===== src/shared/seq_pkg.sv =====
// Constants, register map and state codes for the motor start sequencer.
// Assumes a 200 MHz system clock and a 32-bit APB register bus.
`default_nettype none
package seq_pkg;
	// ==========================================================
	// Timing
	localparam int CLK_PERIOD_NS = 5;
	localparam int TICK_PERIOD_MS = 1;
	localparam int TICK_PERIOD_NS = TICK_PERIOD_MS * 1000000;
	localparam int TICK_CYCLES = TICK_PERIOD_NS / CLK_PERIOD_NS;
	localparam int FAULT_WAIT_S = 10;
	localparam int FAULT_WAIT_TICKS = FAULT_WAIT_S * 1000 / TICK_PERIOD_MS;
	localparam int CNT_W = 32;
	// ==========================================================
	// Register map, byte addresses
	localparam logic [7:0] CTRL_ADDR = 8'h00;
	localparam logic [7:0] FAULT_ACK_ADDR = 8'h04;
	localparam logic [7:0] STATUS_ADDR = 8'h08;
	localparam logic [7:0] CFG_BASE_ADDR = 8'h0c;
	localparam int CFG_NUM = 6;
	localparam int CFG_W = 16;
	// Config word indices from CFG_BASE_ADDR
	localparam int CFG_CATCH = 0;
	localparam int CFG_ALIGN = 1;
	localparam int CFG_ACCEL = 2;
	localparam int CFG_SENSE = 3;
	localparam int CFG_THR = 4;
	localparam int CFG_MINIMUM_CLOSED_LOOP_SPEED = 5;
	localparam logic [CFG_W-1:0] CFG_RESET = 16'h0000;
	// CTRL fields
	localparam int CTRL_START_BIT = 0;
	localparam int CTRL_STOP_BIT = 1;
	localparam int CTRL_SERIAL_BIT = 2;
	localparam int FACK_BIT = 0;
	// STATUS fields
	localparam int STAT_OFFS_BIT = 4;
	localparam int STAT_FAULT_BIT = 5;
	// ==========================================================
	// Latched events
	localparam int EV_START = 0;
	localparam int EV_STOP = 1;
	localparam int EV_FACK = 2;
	localparam int EV_CAL = 3;
	localparam int EV_CHG = 4;
	localparam int EV_SENSE = 5;
	localparam int EV_NUM = 6;
	// ==========================================================
	// Sequencer states
	typedef enum logic [3:0] {
		ST_IDLE = 4'b0000,
		ST_STOP = 4'b0001,
		ST_OFFSET_CAL = 4'b0010,
		ST_PRECHARGE = 4'b0011,
		ST_RUN = 4'b0100,
		ST_FAULT = 4'b0101,
		ST_CATCH = 4'b0110,
		ST_PARK = 4'b0111,
		ST_FORCED = 4'b1000,
		ST_ANGLE = 4'b1001
	} seq_state_t;
endpackage : seq_pkg
`default_nettype wire


===== src/shared/seq_if.sv =====
// Carrier between the sequencer and its tick and fault-timer helpers.
// Assumes all parties share clk and rst.
`default_nettype none
interface seq_if;
	logic tick;
	logic fault_hold;
	logic fault_timeout;
	modport tick_src (output tick);
	modport timer (input tick, input fault_hold, output fault_timeout);
	modport seq (input tick, output fault_hold, input fault_timeout);
endinterface : seq_if
`default_nettype wire


===== src/hdl/tick_gen.sv =====
// Periodic sequencer tick, one clock wide.
// Assumes a free-running clock; period set by the parent.
`default_nettype none
module tick_gen
	import seq_pkg::*;
#(
	parameter int PERIOD = TICK_CYCLES
)
(
	input wire logic clk,
	input wire logic rst,
	seq_if.tick_src sif
);
	logic [CNT_W-1:0] cnt_r;
	// ==========================================================
	// Divider
	always_ff @(posedge clk or posedge rst)
	begin
		if (rst)
		begin
			cnt_r <= '0;
			sif.tick <= 1'b0;
		end
		else if (cnt_r == CNT_W'(PERIOD - 1))
		begin
			cnt_r <= '0;
			sif.tick <= 1'b1;
		end
		else
		begin
			cnt_r <= cnt_r + 1'b1;
			sif.tick <= 1'b0;
		end
	end
endmodule : tick_gen
`default_nettype wire


===== src/hdl/fault_timer.sv =====
// Counts ticks spent in the fault state and flags the automatic exit.
// Assumes fault_hold drops as soon as the sequencer leaves fault.
`default_nettype none
module fault_timer
	import seq_pkg::*;
#(
	parameter int WAIT_TICKS = FAULT_WAIT_TICKS
)
(
	input wire logic clk,
	input wire logic rst,
	seq_if.timer sif
);
	logic [CNT_W-1:0] cnt_r;
	// ==========================================================
	// Tick counter, restarts on every fault entry
	always_ff @(posedge clk or posedge rst)
	begin
		if (rst)
			cnt_r <= '0;
		else if (!sif.fault_hold)
			cnt_r <= '0;
		else if (sif.tick && cnt_r != CNT_W'(WAIT_TICKS))
			cnt_r <= cnt_r + 1'b1;
	end
	always_ff @(posedge clk or posedge rst)
	begin
		if (rst)
			sif.fault_timeout <= 1'b0;
		else
			// Raised one count early so the exit lands on the last tick
			sif.fault_timeout <= sif.fault_hold
				&& cnt_r >= CNT_W'(WAIT_TICKS - 1);
	end
endmodule : fault_timer
`default_nettype wire


===== src/hdl/motor_start_sequencer.sv =====
// Ten-state start-up sequencer for a sensorless PM motor drive, APB slave.
// Assumes measurement, estimator and PWM units drive the status inputs
// synchronously to clk and read the enables below.
//
// How it works
// - Evaluate transitions once per 1 ms tick
// - Ten states 0-9, state readable
// - Idle after reset until parameters valid
// - Stop goes to calibration if not done
// - Stop waits start, then pre-charge; measure
// - Calibration state returns to stop when done
// - Pre-charge complete moves to catch
// - Stop command in run returns to stop
// - Any fault enters fault state, motor off
// - Serial mode: fault acknowledge write leaves fault
// - Other modes: leave fault after 10 s
// - Catch runs estimator, currents held zero
// - Catch speed above threshold runs, else sensing
// - Zero catch duration skips to sensing
// - Parking ramps current over align duration
// - Zero align duration leaves parking at once
// - Forced ramp to minimum speed, then run
// - Zero ramp rate goes straight to run
// - Angle sensing done moves to run
// - Zero pulse length goes to parking
`default_nettype none
module motor_start_sequencer
	import seq_pkg::*;
#(
	parameter int TICK_PERIOD = TICK_CYCLES,
	parameter int FAULT_TICKS = FAULT_WAIT_TICKS
)
(
	input wire logic clk,
	input wire logic rst,
	input wire logic psel,
	input wire logic penable,
	input wire logic pwrite,
	input wire logic [7:0] paddr,
	input wire logic [31:0] pwdata,
	output logic [31:0] prdata,
	output logic pready,
	output logic pslverr,
	input wire logic params_valid,
	input wire logic fault_in,
	input wire logic offset_cal_done,
	input wire logic precharge_done,
	input wire logic sense_done,
	input wire logic signed [15:0] measured_speed,
	output logic [3:0] sequencer_state_var,
	output logic measure_en,
	output logic offset_calibration,
	output logic bootstrap_precharge,
	output logic spinning_rotor_catch,
	output logic align_en,
	output logic forced_angle_ramp,
	output logic initial_angle_detect,
	output logic closed_loop_run,
	output logic current_cmd_zero,
	output logic [15:0] align_step,
	output logic [15:0] forced_speed,
	output logic [15:0] sense_pulse_length
);
	seq_if sif ();
	seq_state_t state_r, state_nxt;
	logic [CFG_W-1:0] cfg_r [CFG_NUM];
	logic [EV_NUM-1:0] ev_r, ev_in;
	logic serial_mode_r;
	logic offs_done_r;
	logic [CFG_W-1:0] elapsed_r;
	logic [CFG_W-1:0] ramp_r;
	logic [CFG_W-1:0] abs_speed;
	logic wr_ok, rd_hit, cfg_hit;
	logic [7:0] cfg_off;
	logic [2:0] cfg_idx;

	tick_gen #(.PERIOD(TICK_PERIOD)) u_tick (
		.clk(clk),
		.rst(rst),
		.sif(sif.tick_src)
	);
	fault_timer #(.WAIT_TICKS(FAULT_TICKS)) u_ftimer (
		.clk(clk),
		.rst(rst),
		.sif(sif.timer)
	);

	// ==========================================================
	// APB slave: one wait state so read data comes from a flop
	assign cfg_off = paddr - CFG_BASE_ADDR;
	assign cfg_idx = cfg_off[4:2];
	assign cfg_hit = paddr >= CFG_BASE_ADDR && paddr[1:0] == 2'b00
		&& cfg_off < 8'(CFG_NUM * 4);
	assign rd_hit = cfg_hit || paddr == CTRL_ADDR
		|| paddr == FAULT_ACK_ADDR || paddr == STATUS_ADDR;
	assign wr_ok = psel && penable && pready && pwrite && !pslverr;

	always_ff @(posedge clk or posedge rst)
	begin
		if (rst)
		begin
			pready <= 1'b0;
			pslverr <= 1'b0;
			prdata <= '0;
		end
		else if (psel && penable && !pready)
		begin
			pready <= 1'b1;
			pslverr <= !rd_hit || (pwrite && paddr == STATUS_ADDR);
			prdata <= '0;
			if (!pwrite && cfg_hit)
				prdata <= {16'h0000, cfg_r[cfg_idx]};
			else if (!pwrite && paddr == CTRL_ADDR)
				prdata <= 32'(serial_mode_r) << CTRL_SERIAL_BIT;
			else if (!pwrite && paddr == STATUS_ADDR)
				prdata <= {26'h0000000, fault_in, offs_done_r,
					state_r};
		end
		else
		begin
			pready <= 1'b0;
			pslverr <= 1'b0;
			prdata <= '0;
		end
	end

	always_ff @(posedge clk or posedge rst)
	begin
		if (rst)
			serial_mode_r <= 1'b0;
		else if (wr_ok && paddr == CTRL_ADDR)
			serial_mode_r <= pwdata[CTRL_SERIAL_BIT];
	end

	always_ff @(posedge clk or posedge rst)
	begin
		if (rst)
		begin
			for (int i = 0; i < CFG_NUM; i++)
				cfg_r[i] <= CFG_RESET;
		end
		else if (wr_ok && cfg_hit)
			cfg_r[cfg_idx] <= pwdata[CFG_W-1:0];
	end

	// ==========================================================
	// Event latches: held until the next tick; a new event wins
	// over the tick's clear so nothing arriving then is lost
	assign ev_in[EV_START] = wr_ok && paddr == CTRL_ADDR
		&& pwdata[CTRL_START_BIT];
	assign ev_in[EV_STOP] = wr_ok && paddr == CTRL_ADDR
		&& pwdata[CTRL_STOP_BIT];
	assign ev_in[EV_FACK] = wr_ok && paddr == FAULT_ACK_ADDR
		&& pwdata[FACK_BIT];
	assign ev_in[EV_CAL] = offset_cal_done;
	assign ev_in[EV_CHG] = precharge_done;
	assign ev_in[EV_SENSE] = sense_done;

	generate
		for (genvar g = 0; g < EV_NUM; g++)
		begin : g_ev
			always_ff @(posedge clk or posedge rst)
			begin
				if (rst)
					ev_r[g] <= 1'b0;
				else if (ev_in[g])
					ev_r[g] <= 1'b1;
				else if (sif.tick)
					ev_r[g] <= 1'b0;
			end
		end
	endgenerate

	// ==========================================================
	// Transition logic
	assign abs_speed = measured_speed[15] ? 16'(-measured_speed)
		: 16'(measured_speed);

	always_comb
	begin
		state_nxt = state_r;
		if (sif.tick)
		begin
			if (fault_in && state_r != ST_FAULT)
				state_nxt = ST_FAULT;
			else
			begin
				unique case (state_r)
					ST_IDLE:
						if (params_valid)
							state_nxt = ST_STOP;
					ST_STOP:
						if (!offs_done_r)
							state_nxt = ST_OFFSET_CAL;
						else if (ev_r[EV_START])
							state_nxt = ST_PRECHARGE;
					ST_OFFSET_CAL:
						if (ev_r[EV_CAL])
							state_nxt = ST_STOP;
					ST_PRECHARGE:
						if (ev_r[EV_CHG])
							state_nxt = ST_CATCH;
					ST_RUN:
						if (ev_r[EV_STOP])
							state_nxt = ST_STOP;
					ST_FAULT:
						if (serial_mode_r && ev_r[EV_FACK])
							state_nxt = ST_STOP;
						else if (!serial_mode_r && sif.fault_timeout)
							state_nxt = ST_STOP;
					ST_CATCH:
						if (cfg_r[CFG_CATCH] == CFG_RESET)
							state_nxt = ST_ANGLE;
						else if (elapsed_r >= cfg_r[CFG_CATCH])
							state_nxt = abs_speed > cfg_r[CFG_THR]
								? ST_RUN : ST_ANGLE;
					ST_PARK:
						if (elapsed_r >= cfg_r[CFG_ALIGN])
							state_nxt = ST_FORCED;
					ST_FORCED:
						if (cfg_r[CFG_ACCEL] == CFG_RESET)
							state_nxt = ST_RUN;
						else if (ramp_r >= cfg_r[CFG_MINIMUM_CLOSED_LOOP_SPEED])
							state_nxt = ST_RUN;
					ST_ANGLE:
						if (cfg_r[CFG_SENSE] == CFG_RESET)
							state_nxt = ST_PARK;
						else if (ev_r[EV_SENSE])
							state_nxt = ST_RUN;
				endcase
			end
		end
	end

	always_ff @(posedge clk or posedge rst)
	begin
		if (rst)
			state_r <= ST_IDLE;
		else
			state_r <= state_nxt;
	end

	// Calibration runs once per power-up; stop consults this flag
	always_ff @(posedge clk or posedge rst)
	begin
		if (rst)
			offs_done_r <= 1'b0;
		else if (state_r == ST_OFFSET_CAL && state_nxt == ST_STOP)
			offs_done_r <= 1'b1;
	end

	// ==========================================================
	// Per-state tick counter and forced-angle speed ramp
	always_ff @(posedge clk or posedge rst)
	begin
		if (rst)
			elapsed_r <= '0;
		else if (state_nxt != state_r)
			elapsed_r <= '0;
		else if (sif.tick && elapsed_r != 16'hffff)
			elapsed_r <= elapsed_r + 1'b1;
	end

	// Saturating add avoids a wrap that would never reach the target
	always_ff @(posedge clk or posedge rst)
	begin
		if (rst)
			ramp_r <= '0;
		else if (state_r != ST_FORCED)
			ramp_r <= '0;
		else if (sif.tick)
			ramp_r <= (17'(ramp_r) + 17'(cfg_r[CFG_ACCEL])) > 17'h0ffff
				? 16'hffff : ramp_r + cfg_r[CFG_ACCEL];
	end

	assign sif.fault_hold = state_r == ST_FAULT;

	// ==========================================================
	// Registered outputs; state and enables decoded from the next state
	always_ff @(posedge clk or posedge rst)
	begin
		if (rst)
		begin
			sequencer_state_var <= ST_IDLE;
			measure_en <= 1'b0;
			offset_calibration <= 1'b0;
			bootstrap_precharge <= 1'b0;
			spinning_rotor_catch <= 1'b0;
			align_en <= 1'b0;
			forced_angle_ramp <= 1'b0;
			initial_angle_detect <= 1'b0;
			closed_loop_run <= 1'b0;
			current_cmd_zero <= 1'b1;
			align_step <= '0;
			forced_speed <= '0;
			sense_pulse_length <= '0;
		end
		else
		begin
			sequencer_state_var <= state_nxt;
			measure_en <= state_nxt != ST_IDLE;
			offset_calibration <= state_nxt == ST_OFFSET_CAL;
			bootstrap_precharge <= state_nxt == ST_PRECHARGE;
			spinning_rotor_catch <= state_nxt == ST_CATCH;
			align_en <= state_nxt == ST_PARK;
			forced_angle_ramp <= state_nxt == ST_FORCED;
			initial_angle_detect <= state_nxt == ST_ANGLE;
			closed_loop_run <= state_nxt == ST_RUN;
			current_cmd_zero <= state_nxt != ST_RUN
				&& state_nxt != ST_PARK && state_nxt != ST_FORCED
				&& state_nxt != ST_ANGLE;
			align_step <= state_r == ST_PARK ? elapsed_r : '0;
			forced_speed <= ramp_r;
			sense_pulse_length <= cfg_r[CFG_SENSE];
		end
	end
endmodule : motor_start_sequencer
`default_nettype wire


===== config.mk =====
export PLATFORM = sky130hd
export DESIGN_NAME = motor_start_sequencer
export DESIGN_NICKNAME = d
export VERILOG_FILES = /design/src/shared/seq_pkg.sv /design/src/shared/seq_if.sv /design/src/hdl/tick_gen.sv /design/src/hdl/fault_timer.sv /design/src/hdl/motor_start_sequencer.sv
export SDC_FILE = /design/constraint.sdc
export NUM_CORES = 1
export LEC_CHECK = 0
export BUFFER_PORTS_ARGS = -buffer_cell sky130_fd_sc_hd__buf_2
export CORE_MARGIN = 5
export CORE_UTILIZATION = 54
export DETAILED_ROUTE_END_ITERATION = 16
export GPL_TIMING_DRIVEN = 1
export PLACE_DENSITY = 0.81
export SLEW_MARGIN = 20
export SYNTH_ARGS = -nofsm -noshare
export SYNTH_HDL_FRONTEND = slang
export SYNTH_SLANG_ARGS = --single-unit

===== constraint.sdc =====
create_clock -name clk -period 8.3 [get_ports clk]
set_clock_uncertainty 0.15 [all_clocks]
set_input_delay 0.415 -clock clk [delete_from_list [all_inputs] [get_ports clk]]
set_output_delay 0.415 -clock clk [all_outputs]
set_load 0.005 [all_outputs]

### After elaboration in Yosys (flattened, before gate mapping)

Cells that the tools add are included.

* add/subtract/negate cells: 7
* order comparisons: 10
* equal/unequal tests: 30
* multiplexer cells: 49
* bitwise logic cells: 1
* reductions and logical operators: 52

Operators with widths (count)
* $mux 16: 11
* $mux 32: 4
* $bwmux 96: 1
* $mux 4: 18
* $add 32x1->32 const B: 2
* $bmux 16 s3: 1
* $demux 16 s3: 1
* $ge 16x16->1: 3
* $logic_not 16->1: 3
* $pmux 4 s10: 1
* $eq 32x18->1 const B: 1
* $ge 32x14->1 const B: 1
* $ne 32x14->1 const B: 1
* $eq 4x3->1 const B: 7
* $logic_and 1x1->1: 28
* $add 16x16->17: 1
* $gt 17x16->1 const B: 1
* $add 16x1->16 const B: 1
* $add 16x16->16: 1
* $eq 4x2->1 const B: 4
* $eq 4x4->1 const B: 4
* $gt 16x16->1: 1
* $ne 16x16->1 const B: 1
* $neg 16->16: 1
* other kinds (22): 51

* logic and storage cells: 185
* bits in registers: 297

### Logic depth before layout (Yosys ltp)

Gate-level depths: netlist (run 1).

* word-level depth: 13
* mapped depth: 17

### Modules after synthesis

Synthesis (run 1) repeated with hierarchy kept, for this count alone.

* cells, all modules: 1496
* area total of the unflattened synthesis: 15323.4 µm²

Modules (own cells, without submodules)
* motor_start_sequencer: sequential area each 5381.4 µm², cells an instance 1151, area an instance 11812.6 µm², times used 1
* fault_timer: sequential area each 825.8 µm², cells an instance 196, area an instance 1914.3 µm², times used 1
* tick_gen: sequential area each 825.8 µm², cells an instance 149, area an instance 1596.5 µm², times used 1

### Least setup slack after synthesis (run 1)

Ideal clock, no wire load.

* kind: input to register
* start: input measured_speed[5]
* end: register elapsed_r[1]
* path slack: 4178 ps
* arrival: 3902 ps
* stages: 17
* data required time: 8080 ps
* cells stage by stage: nor4_1 -> inv_1 -> nor3_1 -> nand3_1 -> o41ai_1 -> xnor2_1 -> ha_1 -> nand4_1 -> nor4_1 -> a21boi_1 -> o31a_1 -> nand3_1 -> a311oi_4 -> o221ai_2 -> a211o_4 -> buf_12 -> nor2_4

* word-level cells in the longest chain between the ends: 11

Ends and longest elaborated chain
* start, declared: RTL line motor_start_sequencer.sv:49 `input wire logic signed [15:0] measured_speed,`
* $neg 16->16: RTL line motor_start_sequencer.sv:176 `assign abs_speed = measured_speed[15] ? 16'(-measured_speed)`
* $mux 16 (*): RTL line motor_start_sequencer.sv:176
* $gt 16x16->1 (*): RTL line motor_start_sequencer.sv:215 `state_nxt = abs_speed > cfg_r[CFG_THR]`
* $mux 4 (*): RTL line motor_start_sequencer.sv:216 `? ST_RUN : ST_ANGLE;`
* $mux 4 (*): RTL line motor_start_sequencer.sv:214 `else if (elapsed_r >= cfg_r[CFG_CATCH])`
* $mux 4 (*): RTL line motor_start_sequencer.sv:212 `if (cfg_r[CFG_CATCH] == CFG_RESET)`
* $pmux 4 s10 (*): RTL line motor_start_sequencer.sv:188 `unique case (state_r)`
* $mux 4 (*): RTL line motor_start_sequencer.sv:184 `if (fault_in && state_r != ST_FAULT)`
* $mux 4 (*): RTL line motor_start_sequencer.sv:182 `if (sif.tick)`
* $ne 4x4->1 (*): RTL line motor_start_sequencer.sv:258 `else if (state_nxt != state_r)`
* $mux 16 / $reduce_bool 2->1 (equally long branches)
* end signal, assigned: RTL line motor_start_sequencer.sv:261 `elapsed_r <= elapsed_r + 1'b1;`
* end, declared: RTL line motor_start_sequencer.sv:70 `logic [CFG_W-1:0] elapsed_r;`

Every way passes the cells marked *; elsewhere a longest branch is shown, timed or not.
A chain may end at the register's enable or synchronous reset.

### Final worst setup path (run 1)

* start: input measured_speed[3]
* end: register spinning_rotor_catch

* word-level cells in the longest chain between the ends: 10

Ends and longest elaborated chain
* $neg 16->16: RTL line motor_start_sequencer.sv:176
* $mux 16 (*): RTL line motor_start_sequencer.sv:176
* $gt 16x16->1 (*): RTL line motor_start_sequencer.sv:215
* $mux 4 (*): RTL line motor_start_sequencer.sv:216
* $mux 4 (*): RTL line motor_start_sequencer.sv:214
* $mux 4 (*): RTL line motor_start_sequencer.sv:212
* $pmux 4 s10 (*): RTL line motor_start_sequencer.sv:188
* $mux 4 (*): RTL line motor_start_sequencer.sv:184
* $mux 4 (*): RTL line motor_start_sequencer.sv:182
* $eq 4x3->1 (*): RTL line motor_start_sequencer.sv:304 `spinning_rotor_catch <= state_nxt == ST_CATCH;`
* end signal, assigned: RTL line motor_start_sequencer.sv:288 `spinning_rotor_catch <= 1'b0;`
* end signal, assigned: RTL line motor_start_sequencer.sv:304
* end, declared: RTL line motor_start_sequencer.sv:54 `output logic spinning_rotor_catch,`

Marked as above.

==> run metrics, run 1 <==
die area=31100 sq um; post-CTS setup buffers=0; TritonRoute pass-1 iters=6; largest fanout on the critical path=5; layout cells sized above 1=19.7%; Worst Path Required=between 8 and 9 ns; yosys warns=0; Reg2Reg Launch Point=u_tick.sif.tick; fin. max-slew vios=0; Seq/Total Area, Yosys=47.0%; worst r2r dst=elapsed_r[15]; Layout fillers=2167; vias in the first global route=roughly 11k; design area=between 15000 and 20000 sq um; Tmin final=between 4 and 5 ns; hold_sp=pwrite; Clock Latency Late Sink=0.56 ns; Final setup violation count=0; maximum vdd drop=0.175 mV; Mean Syn Cell Area=around 11 sq um; startpoint types=primary input; CTS max path bufs=3; flop and latch count out of synthesis=around 280; slew of the pin with the lowest slew margin=1.04 ns; Initial Utilization=54.3%; Syn Inst Count=1416; static leakage=8.26 nW; Cell Area, Synth=15000 sq um; number of flops mapped to enable cells by yosys=0; maxcap violations=0; largest net degree at the start of global routing=184; CTS Hold Buffers Added=4; I/O Pins=between 150 and 200; CP Class=in2reg; vias per cell=~5.9; CP arrival=approximately 4.7 ns; gr usage total=23.2%; H-tree depth=1; DRC viols=0; Post-synth top flop=dfrtp_1; initial antenna violation count=1; crit end category=flop; core box area=27600 sq um; Port Buffers=128; GP Congestion=0.931; # rows=61; WL per Instance=18.9 um; CTS Sinks=281; clock root buffer master=clkbuf_16; asr flop ratio synth=100%; placed cell areas=15900 sq um; first-pass GRT wire length=around 58000 um; run status=finished clean; Routed Antenna Nets=0; Clock transition at path regs=0.06 ns; worst hold stages=3; FF-to-FF setup slack=between 4 and 5 ns; CP max stage delay=between 0.6 and 0.7 ns; Hold/Removal Path Class=in2reg; initial DRC count=1085; Synth cell types=78; critical-path cell list=buf_2 -> nor4_1 -> inv_1 -> nor3_1 -> nand3_1 -> o41ai_1 -> xnor2_1 -> ha_1 -> nand4_1 -> nor4_1 -> a21boi_1 -> o31a_1 -> mux2_2 -> a211oi_1 -> a2111oi_2 -> nand2_1 -> nor3_1; Final Hold Violating Endpoints=0; vias post-DR=11.4k; Chip Height=between 150 and 200 um; pwr/cell area=165 nW/um^2; post-DP HPWL=26700 um; die width=176 um; post-CTS resize count=0; slowest cell on the critical path=a2111oi_2; RSZ-0062 raised after global routing=false; sink of the worst hold path=pslverr; CTS Buf Count=29; setup tns final=0 ns; CTS tree=built; grt ovf=0; Final period util=52.6%; worst rel slew slack=30.4%; Final nets=1695; maximum clock frequency=between 200 and 250 MHz; Area growth, synth to finish=13.1%; wire length after detailed routing=about 37000 um; reg2reg path depth=7
-- Yosys cell counts (all sizes together) (3+ instances only) --
cell | n | area share (%)
dfrtp | 280 | 47
nor2 | 111 | 3.3
nand2 | 107 | 2.7
ha | 89 | 7.4
inv | 88 | 2.2
mux2 | 84 | 6.3
o21ai | 68 | 2.3
a21oi | 64 | 2.1
xnor2 | 61 | 3.6
nand3 | 50 | 1.7
xor2 | 37 | 2.2
clkbuf | 34 | 0.85
buf | 30 | 1.4
mux2i | 29 | 1.9
nor4 | 29 | 1.3
nor3 | 23 | 0.77
and2 | 21 | 0.88
nand4 | 21 | 0.88
a21o | 19 | 0.95
and3 | 19 | 0.79
a211oi | 18 | 0.90
mux4 | 10 | 1.5
nor2b | 9 | 0.38
o31ai | 9 | 0.45
or3 | 9 | 0.38
and4 | 8 | 0.47
nand2b | 8 | 0.38
o211ai | 7 | 0.35
a31oi | 5 | 0.21
nand3b | 5 | 0.25
a211o | 4 | 0.29
a22oi | 4 | 0.20
nor4b | 4 | 0.32
or4 | 4 | 0.20
a21boi | 3 | 0.15
a221o | 3 | 0.20
a32o | 3 | 0.20
o21a | 3 | 0.15
o21bai | 3 | 0.15
or2 | 3 | 0.13
-- report_power, final --
group / internal [mW] / switching [mW] / total [mW] / leakage, nW
Combinational: 0.0487 / 0.0962 / 0.145 / 4.01
Clock: 0.737 / 0.528 / 1.27 / 0.467
Sequential: 1.37 / 0.00209 / 1.37 / 3.79
Total: 2.16 / 0.626 / 2.78 / 8.26
-- logic make-up after synthesis --
kind of cell	after synthesis	synth area share [%]
XOR/XNOR	98	5.74
AND/OR/NAND/NOR	437	15.2
adder cells (fa/ha/maj)	90	7.58
other	1	0.0251
flip-flops	281	47.0
multiplexers	123	9.77
AO/OA/AOI/OAI	233	10.2
buffers and inverters	153	4.44
-- sequential cells by signal, indices dropped and copies added, names as in the netlist, 4 cells and up --
signal and flops:
sequencer_state_var 4, forced_speed 16, align_step 16, ramp_r 16, prdata 16, ev_r 6
elapsed_r 16, cfg_r 96, u_tick.cnt_r 32, u_ftimer.cnt_r 32, sense_pulse_length 16
-- critical path: cells and delay by family --
kind	cells	cell delay, ns
AO/OA/AOI/OAI	5	1.56
XOR/XNOR	1	0.14
adder cells (fa/ha/maj)	1	0.33
buffers and inverters	2	0.22
multiplexers	1	0.20
AND/OR/NAND/NOR	7	1.78
-- per-stage QoR --
| step | power (mW) | std cells | hold slack (ns) | worst slack (ns) | util (%) |
|---|---|---|---|---|---|
| 3_3_place_gp | 1.54 | 1880 | 0.278 | 3.57 | 57.7 |
| 3_5_place_dp | 1.54 | 1880 | 0.278 | 3.49 | 57.7 |
| 2_1_floorplan | 1.49 | 1431 | 0.236 | 4.01 | - |
| 4_1_cts | 2.80 | 1937 | 0.00497 | 4.03 | 61.2 |
| 5_1_grt | 2.87 | 1940 | 0.0290 | 3.50 | 61.4 |
| 6_report | 2.78 | 1940 | 0.00663 | 3.93 | 61.4 |
-- final cells by class --
class,count,area (sq um),area share (%)
clock inverters,10,86.3,0.511
repair buffers,141,779,4.61
well taps,378,473,2.80
multi-input cells,997,7350,43.5
flip-flops and latches,281,7030,41.6
clock buffers,43,848,5.02
inverters,89,338,2.00
diodes,1,2.50,0.0148
-- cell usage in the layout, fill, tap and decap left out, types with 29 or more instances in the layout --
cell type | synthesis | routed
nand3_1 | 50 | 50
a21oi_1 | 64 | 64
nand2_1 | 107 | 107
ha_1 | 89 | 88
xnor2_1 | 61 | 60
nor2_1 | 100 | 100
buf_2 | 8 | 128
dfrtp_1 | 280 | 280
mux2_2 | 83 | 83
mux2i_1 | 29 | 29
xor2_1 | 37 | 37
inv_1 | 88 | 87
o21ai_0 | 66 | 66
clkbuf_16 | 0 | 29
-- routing by layer --
layer | part of all wire (%) | global-route usage [%] | vias to the layer above
met5 | 0 | 0 | -
met4 | 3.7 | 8.48 | 0
met3 | 6.3 | 3.04 | 84
met2 | 48 | 38.0 | 423
met1 | 42 | 31.9 | 5653
li1 | - | - | 5228
-- worst max-delay path by stage --
stage / slack (ns) / start / depth (start not counted) / to
after floorplan: 4.01 / rst / 1 / align_en
after global placement: 3.57 / measured_speed[3] / 17 / elapsed_r[12]
after detailed placement: 3.49 / measured_speed[3] / 17 / spinning_rotor_catch
after CTS: 4.03 / measured_speed[3] / 17 / spinning_rotor_catch
after global routing: 3.50 / measured_speed[3] / 17 / spinning_rotor_catch
final: 3.93 / measured_speed[3] / 17 / spinning_rotor_catch
No activity file was read; power rests on OpenSTA's default activity.
==> run 2, diff against run 1 <==
clock period = 3.9 ns   (was 8.3 ns; I/O delays follow)
==> run metrics, run 2 (synthesized netlist as in run 1, its figures left out) <==
slowest cell on the critical path=nor4bb_1; Layout fillers=2064; largest fanout on the critical path=4; sink of the worst hold path=serial_mode_r; core box area=27600 sq um; number of diodes=0; CP startpoint=measured_speed[5]; die area=31100 sq um; largest net degree at the start of global routing=197; Hold/Removal Path Class=in2reg; cell mode on critical path=buf_4; crit end category=flop; vias post-DR=11.6k; slew of the pin with the lowest slew margin=0.939 ns; Final setup violation count=0; # rows=61; H-tree depth=1; Reg2Reg Launch Point=cfg_r[48]; placed cell areas=16200 sq um; reg2reg path depth=10; Chip Height=176 um; Final period util=94.8%; grt ovf=0; initial antenna violation count=0; CTS Buf Count=31; CP max stage delay=0.44 ns; vias per cell=5.82; clock root buffer master=clkbuf_16; most common cell after layout, fill and taps aside=dfrtp_1; CP Class=in2reg; CTS max path bufs=3; FF-to-FF setup slack=0.47 ns; I/O Pins=about 160; Clock Latency Late Sink=roughly 0.57 ns; Worst Path Required=4.21 ns; run status=finished clean; most frequent cells in the layout=dfrtp_1, buf_2, nand2_1; pwr/cell area=about 360 nW/um^2; layout cells sized above 1=roughly 22%; critical-path cell list=buf_2 -> nor4_2 -> inv_1 -> nor3_2 -> nand3_2 -> nor4bb_1 -> ha_1 -> nand4_1 -> nor2_1 -> a221o_1 -> o31a_1 -> buf_4 -> mux2_2 -> a211oi_1 -> a2111oi_2 -> buf_4 -> nand2_1 -> a2bb2oi_1; Port Buffers=128; maximum vdd drop=0.281 mV; hold_ws=0.131 ns; Clock transition at path regs=0.06 ns; Initial Utilization=54.3%; TritonRoute pass-1 iters=5; post-DP HPWL=26900 um; worst rel slew slack=37.4%; initial DRC count=1254; WP buf/inv=4; CTS Sinks=roughly 280; total power=6.28 mW; Final Hold Violating Endpoints=0; Tmin final=3.70 ns; delay-heaviest family, CP=simple AND/OR/NAND/NOR gates; worst hold stages=5; DRC viols=0; vias in the first global route=about 12k; design area=17500 sq um; Register Area=7030 sq um; wire length after detailed routing=37800 um; Routed Antenna Nets=0; Top reg by flops=cfg_r; CP arrival=around 4 ns; CTS tree=built; static leakage=8.56 nW; GP Congestion=0.949; setup tns final=0 ns; maxcap violations=0; die width=around 180 um; Area growth, synth to finish=17.3%; footprint of the multi-input gates=7370 sq um; max reg flops=96; RSZ-0062 raised after global routing=true; maximum clock frequency=270 MHz; WL per Instance=18.9 um; Final nets=between 1.5k and 2k; startpoint types=primary input; gr usage total=24.0%; first-pass GRT wire length=60800 um; hold_sp=paddr[5]; Top Registers=cfg_r: 96 flops, u_ftimer.cnt_r: 32 flops, u_tick.cnt_r: 32 flops; fin. max-slew vios=0; worst r2r dst=ramp_r[4]
## run 2: worst max path at each step
| stage | cells past startpoint | end |
|---|---|---|
| 3_3_place_gp | 17 | elapsed_r[10] |
| 6_report | 18 | current_cmd_zero |
| 4_1_cts | 17 | elapsed_r[11] |
| 5_1_grt | 17 | elapsed_r[10] |
| 3_5_place_dp | 17 | elapsed_r[10] |
| 2_1_floorplan | 1 | align_en |
## run 2: per-layer routing
layer | track usage (%) | vias up | routed length (um)
li1 | - | 5338 | -
met1 | 33.1 | 5745 | 15900
met2 | 39.6 | 458 | 18100
met3 | 3.53 | 106 | 2440
met4 | 7.67 | 0 | 1280
met5 | 0 | - | 0
## run 2: through the flow
stage,utilization [%],setup slack (ns),std cells
4_1_cts,63.5,0.0295,1999
2_1_floorplan,-,-0.165,1431
6_report,63.7,0.201,2000
3_3_place_gp,58.7,-0.358,1914
3_5_place_dp,58.7,-0.575,1914
5_1_grt,63.7,-0.00133,2000
## run 2: layout make-up
cell class                 instances  area share [%]
multi-input combinational        997            42.0
timing repair buffer             197            7.24
clock buffer                      36            4.70
tap                              378            2.70
inverter                          89            1.92
clock inverter                    22            1.36
sequential                       281            40.1
## run 2: repair_timing
item | CTS | global route
hold buffers | 27 | 0
endpoints found under the hold margin | 387 | 0
pin swaps | 0 | 1
gates resized for setup | 1 | 4
buffers inserted | 0 | 0
endpoints found under the setup margin | 3 | 27
## run 2: worst reg2reg max path, delay by kind of cell, from the launching register on
| kind | cells | cell delay [ns] |
|---|---|---|
| fa+ha+maj | 2 | 0.65 |
| simple gates | 2 | 0.32 |
| compound gates | 6 | 1.74 |
| flops | 1 | 0.42 |
## run 2: where the power goes
group / internal [mW] / switching (mW) / leakage [nW] / total (mW)
combinational: 0.131 / 0.210 / 4.26 / 0.342
sequential: 2.92 / 0.00433 / 3.79 / 2.92
clock: 1.79 / 1.23 / 0.520 / 3.01
